==> src/hdl/ssic_map.svh <==
// Named widths, reset values and counts of the SRAM input control block.
`ifndef SSIC_MAP_SVH
`define SSIC_MAP_SVH
`define SSIC_ADDR_W 21
`define SSIC_ADDR_HI 20
`define SSIC_LANES 4
`define SSIC_BCNT_W 2
`define SSIC_BCNT_HI 1
`define SSIC_UPPER_LO 2
`define SSIC_CNT_RST 2'h0
`define SSIC_CNT_STEP 2'h1
`define SSIC_ADDR_RST 21'h000000
`define SSIC_LANE_RST 4'h0
`define SSIC_ORDER_RST 1'h1
`define SSIC_SEEN_RST 1'h0
`endif

==> src/hdl/ssic_pkg.sv <==
// Types shared by the SRAM input control block.
package ssic_pkg;
   typedef enum logic [1:0] {
      SSIC_OP_IDLE  = 2'b00,
      SSIC_OP_READ  = 2'b01,
      SSIC_OP_WRITE = 2'b10
   } ssic_op_t;
endpackage

==> src/hdl/ssic_burst_seq.sv <==
// Burst offset generator for linear and interleaved orders.
`timescale 1ns/1ns
`include "ssic_map.svh"
module ssic_burst_seq
   import ssic_pkg::*;
(
   // Burst inputs
   input wire logic [`SSIC_BCNT_HI:0] start,
   input wire logic [`SSIC_BCNT_HI:0] count,
   input wire logic interleave,
   // Result
   output logic [`SSIC_BCNT_HI:0] offset
);
   // =========================================================
   // Offset
   always_comb begin
      if (interleave) begin
         offset = start ^ count;
      end else begin
         offset = start + count;
      end
   end
endmodule

==> src/hdl/ssic_input_ctrl.sv <==
// Synchronous control input front end of a flow-through burst SRAM.
//
// Contract
// - Address inputs taken on a qualified rising edge select the location.
// - The two low address bits load the two-bit burst start; the burst counter clears to zero.
// - A low lane strobe writes its lane only in a write that write enable low started on a load.
// - Write enable low starts a write and is sampled only while qualified.
// - Advance high on a qualified edge steps the burst counter during a read or write burst.
// - Advance low takes a new address and reloads the burst counter.
// - Edges with the clock qualifier high are ignored, except that the strap is still caught at the first edge after reset.
// - Selection needs select one low, select two high, select three low.
// - Qualifier high freezes state and does not deselect the device.
// - The burst order is linear with the strap low, else interleaved.
`timescale 1ns/1ns
`include "ssic_map.svh"
module ssic_input_ctrl
   import ssic_pkg::*;
(
   // Clock and reset
   input wire logic ref_clk,
   input wire logic nrst,
   // Access control inputs
   input wire logic [`SSIC_ADDR_HI:0] addr,
   input wire logic [`SSIC_LANES-1:0] byte_lane_write_strobe_n,
   input wire logic write_en_n,
   input wire logic advance_or_load,
   input wire logic clock_qualify_n,
   // Chip selects
   input wire logic chip_select_one_n,
   input wire logic chip_select_two,
   input wire logic chip_select_three_n,
   // Burst order strap
   input wire logic burst_order_strap,
   // Access outputs
   output logic [`SSIC_ADDR_HI:0] access_addr_q,
   output ssic_op_t op_q,
   output logic [`SSIC_LANES-1:0] lane_write_en_q,
   output logic [`SSIC_BCNT_HI:0] burst_start_q,
   output logic [`SSIC_BCNT_HI:0] burst_count_q,
   output logic interleave_q
);
   // =========================================================
   // Declarations
   logic [`SSIC_ADDR_HI:0] access_addr_d;
   ssic_op_t op_d;
   logic [`SSIC_LANES-1:0] lane_write_en_d;
   logic [`SSIC_LANES-1:0] lane_req;
   logic [`SSIC_BCNT_HI:0] burst_start_d;
   logic [`SSIC_BCNT_HI:0] burst_count_d;
   logic [`SSIC_BCNT_HI:0] step_count;
   logic [`SSIC_BCNT_HI:0] step_offset;
   logic interleave_d;
   logic strap_seen_q;
   logic strap_seen_d;
   logic qualified;
   logic selected;
   logic bursting;
   logic do_write;

   assign qualified = ~clock_qualify_n;
   assign selected = ~chip_select_one_n & chip_select_two &
                     ~chip_select_three_n;
   assign bursting = (op_q != SSIC_OP_IDLE);
   assign step_count = burst_count_q + `SSIC_CNT_STEP;

   // =========================================================
   // Lane strobes
   always_comb begin
      if (advance_or_load) begin
         do_write = (op_q == SSIC_OP_WRITE);
      end else begin
         do_write = selected & ~write_en_n;
      end
   end

   genvar gi;
   generate
      for (gi = 0; gi < `SSIC_LANES; gi = gi + 1) begin : g_lane
         assign lane_req[gi] = do_write &
                               ~byte_lane_write_strobe_n[gi];
      end
   endgenerate

   // =========================================================
   // Burst sequence
   ssic_burst_seq u_seq (
      .start(burst_start_q),
      .count(step_count),
      .interleave(interleave_q),
      .offset(step_offset)
   );

   // =========================================================
   // Burst order strap
   // The strap is caught at the first edge after reset release.
   always_comb begin
      strap_seen_d = 1'b1;
      interleave_d = interleave_q;
      if (!strap_seen_q) begin
         interleave_d = burst_order_strap;
      end
   end

   always_ff @(posedge ref_clk or negedge nrst) begin
      if (!nrst) begin
         strap_seen_q <= `SSIC_SEEN_RST;
         interleave_q <= `SSIC_ORDER_RST;
      end else begin
         strap_seen_q <= strap_seen_d;
         interleave_q <= interleave_d;
      end
   end

   // =========================================================
   // Access state
   always_comb begin
      access_addr_d = access_addr_q;
      op_d = op_q;
      lane_write_en_d = lane_write_en_q;
      burst_start_d = burst_start_q;
      burst_count_d = burst_count_q;
      if (qualified) begin
         if (!advance_or_load) begin
            burst_count_d = `SSIC_CNT_RST;
            lane_write_en_d = lane_req;
            if (selected) begin
               access_addr_d = addr;
               burst_start_d = addr[`SSIC_BCNT_HI:0];
               op_d = write_en_n ? SSIC_OP_READ : SSIC_OP_WRITE;
            end else begin
               op_d = SSIC_OP_IDLE;
            end
         end else begin
            case (op_q)
               SSIC_OP_READ, SSIC_OP_WRITE: begin
                  burst_count_d = step_count;
                  access_addr_d = {access_addr_q[`SSIC_ADDR_HI:`SSIC_UPPER_LO],
                                   step_offset};
                  lane_write_en_d = lane_req;
               end
               default: begin
                  // Advance while deselected keeps the device idle.
                  op_d = SSIC_OP_IDLE;
                  lane_write_en_d = `SSIC_LANE_RST;
               end
            endcase
         end
      end
   end

   always_ff @(posedge ref_clk or negedge nrst) begin
      if (!nrst) begin
         access_addr_q <= `SSIC_ADDR_RST;
         op_q <= SSIC_OP_IDLE;
         lane_write_en_q <= `SSIC_LANE_RST;
         burst_start_q <= `SSIC_CNT_RST;
         burst_count_q <= `SSIC_CNT_RST;
      end else begin
         access_addr_q <= access_addr_d;
         op_q <= op_d;
         lane_write_en_q <= lane_write_en_d;
         burst_start_q <= burst_start_d;
         burst_count_q <= burst_count_d;
      end
   end

   logic load_sel;
   assign load_sel = qualified & ~advance_or_load & selected;
endmodule

==> config.mk <==
export PLATFORM = sky130hd
export DESIGN_NAME = ssic_input_ctrl
export DESIGN_NICKNAME = d
export VERILOG_FILES = /design/src/hdl/ssic_pkg.sv /design/src/hdl/ssic_burst_seq.sv /design/src/hdl/ssic_input_ctrl.sv
export VERILOG_INCLUDE_DIRS = /design/src /design/src/hdl
export SDC_FILE = /design/constraint.sdc
export NUM_CORES = 1
export LEC_CHECK = 0
export BUFFER_PORTS_ARGS = -buffer_cell sky130_fd_sc_hd__buf_2
export CAP_MARGIN = 20
export CELL_PAD_IN_SITES_DETAIL_PLACEMENT = 0
export CELL_PAD_IN_SITES_GLOBAL_PLACEMENT = 1
export CORE_UTILIZATION = 38
export DETAILED_ROUTE_END_ITERATION = 10
export PLACE_DENSITY_LB_ADDON = 0.1
export REMOVE_ABC_BUFFERS = 1
export SYNTH_ARGS = -nofsm -noshare
export SYNTH_HDL_FRONTEND = slang
export SYNTH_SLANG_ARGS = --single-unit
==> constraint.sdc <==
create_clock -name ref_clk -period 3.7 [get_ports ref_clk]
set_input_delay 1.11 -clock ref_clk [delete_from_list [all_inputs] [get_ports ref_clk]]
set_output_delay 1.11 -clock ref_clk [all_outputs]
set_load 0.03 [all_outputs]
==> tab_implementation.tex <==
\begin{tabular}{lr}
\hline
Metric & Value \\
\hline
\multicolumn{2}{l}{\textbf{Status}} \\
Outcome & complete, no violations \\
\multicolumn{2}{l}{\textbf{Detailed routing}} \\
Detailed Route Iter0 Violations & 22 \\
WL/cell & 12.61 um \\
Antenna-violating nets left & 0 \\
Final Routed Wirelength & 2748 um \\
DRC & 0 \\
DR vias & 999 \\
Mean number of vias per cell & 4.583 \\
First-pass DRT Iterations & 4 \\
\multicolumn{2}{l}{\textbf{Logic synthesis}} \\
Largest cells by area after synthesis & sky130\_fd\_sc\_hd\_\_dfrtp\_1 55\%, sky130\_fd\_sc\_hd\_\_mux2\_4 10\%, sky130\_fd\_sc\_hd\_\_mux2\_1 6.2\% \\
Cell count after synthesis & 102 \\
Synth top area share & 55.12\% \\
Average size of a mapped cell & 14.24 um\^{}2 \\
Sequential share of the synthesized area & 56.93\% \\
Post-synthesis register bit count & 33 \\
Yosys synthesis warning count & 0 \\
Total standard cell area after synthesis & 1453 um\^{}2 \\
Distinct cell type count of the synthesized netlist & 30 \\
Cell type with the largest total area after synthesis & sky130\_fd\_sc\_hd\_\_dfrtp\_1 \\
\multicolumn{2}{l}{\textbf{CTS}} \\
Post-CTS setup-driven buffer insertion count & 0 \\
CTS-repair resized insts & 0 \\
Clock tree root buffer cell & sky130\_fd\_sc\_hd\_\_clkbuf\_8 \\
H-Tree Level Count & 2 \\
Number of hold buffers added after cts & 0 \\
Number of buffers created by CTS & 5 \\
TritonCTS clock tree & built \\
Buffers from clock root to sink, at most & 2 \\
Clock latency on the worst-skew pair & 280 ps \\
Clock-pin slew of the registers on the worst-case setup and hold paths & 60 ps \\
Sinks on Clock Net & 33 \\
\multicolumn{2}{l}{\textbf{Setup path}} \\
Critical-path cell with the highest stage delay & sky130\_fd\_sc\_hd\_\_or4b\_4 \\
Source of the worst register-to-register timing path & op\_q[0] \\
Crit path max-delay family & simple AND/OR/NAND/NOR gates \\
R2r setup slk & 2110 ps \\
Ordered cell list for the critical path & buf\_2, or4b\_4, nor2\_8, mux2\_2 \\
Startpoint types & primary input \\
Highest fanout seen on the critical path & 22 \\
Endpoint class of the critical path & flip-flop \\
Worst endpoint required time & 3860 ps \\
Delay of the slowest critical-path stage & 610 ps \\
Reg2Reg Capture Point & access\_addr\_q[1] \\
R2r worst-path depth & 5 \\
Endpoint arrival time on the critical path & 2650 ps \\
Combined buffer and inverter count along the critical path & 1 \\
Critical path type & in2reg \\
\multicolumn{2}{l}{\textbf{Placed design}} \\
Cell area reported after detailed placement & 1793 um\^{}2 \\
Final GP Congestion & 0.7086 \\
Dpl hpwl & 1988 um \\
Count of buffers from port buffering & 65 \\
Pre-CTS setup slack & 901.4 ps \\
\multicolumn{2}{l}{\textbf{Die}} \\
Starting density of the core & 39.68\% \\
DIE AREA & 4074 um\^{}2 \\
Cell row count & 22 \\
Chip height & 63.83 um \\
Area inside the core boundary & 3661 um\^{}2 \\
Number of ports placed on the die boundary & 66 \\
Die outline width & 63.83 um \\
\multicolumn{2}{l}{\textbf{STA}} \\
Slew of the pin with the lowest slew margin & 712.7 ps \\
Final Max Tran Viols & 0 \\
Unrepaired setup endpoints after global routing & false \\
Fraction of the cycle the final worst path needs & 67.39\% \\
Setup ws final & 1207 ps \\
Rel. slew slack & 52.49\% \\
Post-layout min period & 2493 ps \\
Achievable frequency & 401.1 MHz \\
Fin Clk Skew & 4.289 ps \\
Endpoints failing hold & 0 \\
Final setup TNS & 0 ps \\
Number of setup violations in the final report & 0 \\
\multicolumn{2}{l}{\textbf{Layout}} \\
Most common cell after layout, fill and taps aside & sky130\_fd\_sc\_hd\_\_buf\_2 \\
Commonest non-fill, non-tap cells in the layout & 65 x sky130\_fd\_sc\_hd\_\_buf\_2, 32 x sky130\_fd\_sc\_hd\_\_dfrtp\_1, 10 x sky130\_fd\_sc\_hd\_\_mux2\_4 \\
Fraction of final layout cells with drive strength greater than 1 & 52.94\% \\
Area Overhead vs Synth & 29.37\% \\
Filler cell count in the final layout & 352 \\
Final-stage net count & 206 \\
Diodes inserted & 0 \\
Layout Cell Area excl Fill & 1879 um\^{}2 \\
\multicolumn{2}{l}{\textbf{Global routing}} \\
Global route overflow & 0 \\
Via count of the first global-routing pass & 994 \\
Largest net degree at the start of global routing & 34 \\
Antenna violations before repair & 0 \\
Overall global routing resource usage & 15.53\% \\
Global-route wire length before repair & 4616 um \\
\multicolumn{2}{l}{\textbf{Worst hold path}} \\
Kind of path behind the tightest hold check & reg2reg \\
End point of the most critical hold path & access\_addr\_q[14] \\
Hold Crit Start & access\_addr\_q[14] \\
WHS Path Cells & 1 \\
\multicolumn{2}{l}{\textbf{Power}} \\
Cell leakage power & 0.9792 nW \\
Cell area power density & 570.9 nW/um\^{}2 \\
Worst vdd ir & 0.2795 mV \\
\multicolumn{2}{l}{\textbf{Flow run}} \\
Maximum capacitance violations & 0 \\
\hline
\end{tabular}
[Yosys cell counts]
| library cell | count |
|---|---|
| sky130_fd_sc_hd__o21ai_0 | 4 |
| sky130_fd_sc_hd__nor2b_1 | 1 |
| sky130_fd_sc_hd__a22o_1 | 1 |
| sky130_fd_sc_hd__a32o_1 | 1 |
| sky130_fd_sc_hd__or4b_4 | 1 |
| sky130_fd_sc_hd__nand2b_1 | 1 |
| sky130_fd_sc_hd__inv_2 | 1 |
| sky130_fd_sc_hd__buf_8 | 2 |
| sky130_fd_sc_hd__clkbuf_1 | 1 |
| sky130_fd_sc_hd__conb_1 | 1 |
| sky130_fd_sc_hd__nor2_1 | 4 |
| sky130_fd_sc_hd__a21oi_4 | 1 |
| sky130_fd_sc_hd__o21ai_1 | 1 |
| sky130_fd_sc_hd__mux2_2 | 4 |
| sky130_fd_sc_hd__mux2_4 | 10 |
| sky130_fd_sc_hd__dfstp_2 | 1 |
| sky130_fd_sc_hd__dfrtp_1 | 32 |
| sky130_fd_sc_hd__mux2i_1 | 1 |
| sky130_fd_sc_hd__or4_1 | 1 |
| sky130_fd_sc_hd__buf_6 | 1 |
| sky130_fd_sc_hd__nor2_8 | 1 |
| sky130_fd_sc_hd__a21oi_1 | 4 |
| sky130_fd_sc_hd__ha_1 | 2 |
| sky130_fd_sc_hd__nand3_1 | 1 |
| sky130_fd_sc_hd__o31ai_1 | 4 |
| sky130_fd_sc_hd__xor2_1 | 1 |
| sky130_fd_sc_hd__xnor3_1 | 1 |
| sky130_fd_sc_hd__inv_1 | 3 |
| sky130_fd_sc_hd__mux2_1 | 8 |
| sky130_fd_sc_hd__nand2_1 | 7 |
[stage by stage]
step / power (mW) / hold WS, ps / utilization [%] / std cells
after floorplan: 0.7012 / 477.6 / - / 98
after global placement: 0.8113 / 459.1 / 48.97 / 211
after detailed placement: 0.8170 / 466.1 / 48.97 / 211
after CTS: 1.093 / 482.0 / 51.33 / 218
after global routing: 1.137 / 504.8 / 51.33 / 218
final: 1.073 / 477.9 / 51.33 / 218
[layer usage]
metal / vias up / track usage (%) / wire length, um
met1: 465 / 17.46 / 1138
li1: 487 / - / -
met3: 5 / 5.536 / 210
met2: 42 / 25.93 / 1347
met5: - / 0 / 0
met4: 0 / 7.670 / 53
[power by group]
part           internal (mW)  switching (mW)
sequential             0.429          0.0385
combinational          0.131           0.209
clock                  0.147           0.118
[registers in the layout, summed over array words and instances, names as in the netlist]
signal	count
access_addr_q	21
lane_write_en_q	4
burst_count_q	2
burst_start_q	2
op_q	2
interleave_q	1
strap_seen_q	1
[area by class of cell]
class | count | area [um^2] | area share, %
Tap cell | 48 | 60.06 | 3.196
Clock buffer | 7 | 86.33 | 4.594
Sequential cell | 33 | 827.0 | 44.01
Multi-Input combinational cell | 61 | 565.5 | 30.09
Inverter | 4 | 15.01 | 0.7989
Timing Repair Buffer | 65 | 325.3 | 17.31
[worst max-delay path by stage]
stage                          startpoint                 to  depth (start not counted)
after CTS                 advance_or_load   burst_start_q[0]                          4
after global routing      advance_or_load   burst_start_q[0]                          4
after global placement    advance_or_load  access_addr_q[18]                          4
after floorplan           advance_or_load  access_addr_q[18]                          3
final                     advance_or_load   burst_start_q[0]                          4
after detailed placement  advance_or_load  access_addr_q[18]                          4
[kinds of logic after synthesis]
logic type | after synthesis | synth area share, %
buf+inv | 8 | 4.134
other cells | 1 | 0.2582
simple gates | 17 | 6.891
fa+ha+maj | 2 | 1.722
flops | 33 | 56.93
xor+xnor | 2 | 2.153
mux | 23 | 20.33
compound gates | 16 | 7.580
No activity file was read; power rests on OpenSTA's default activity.
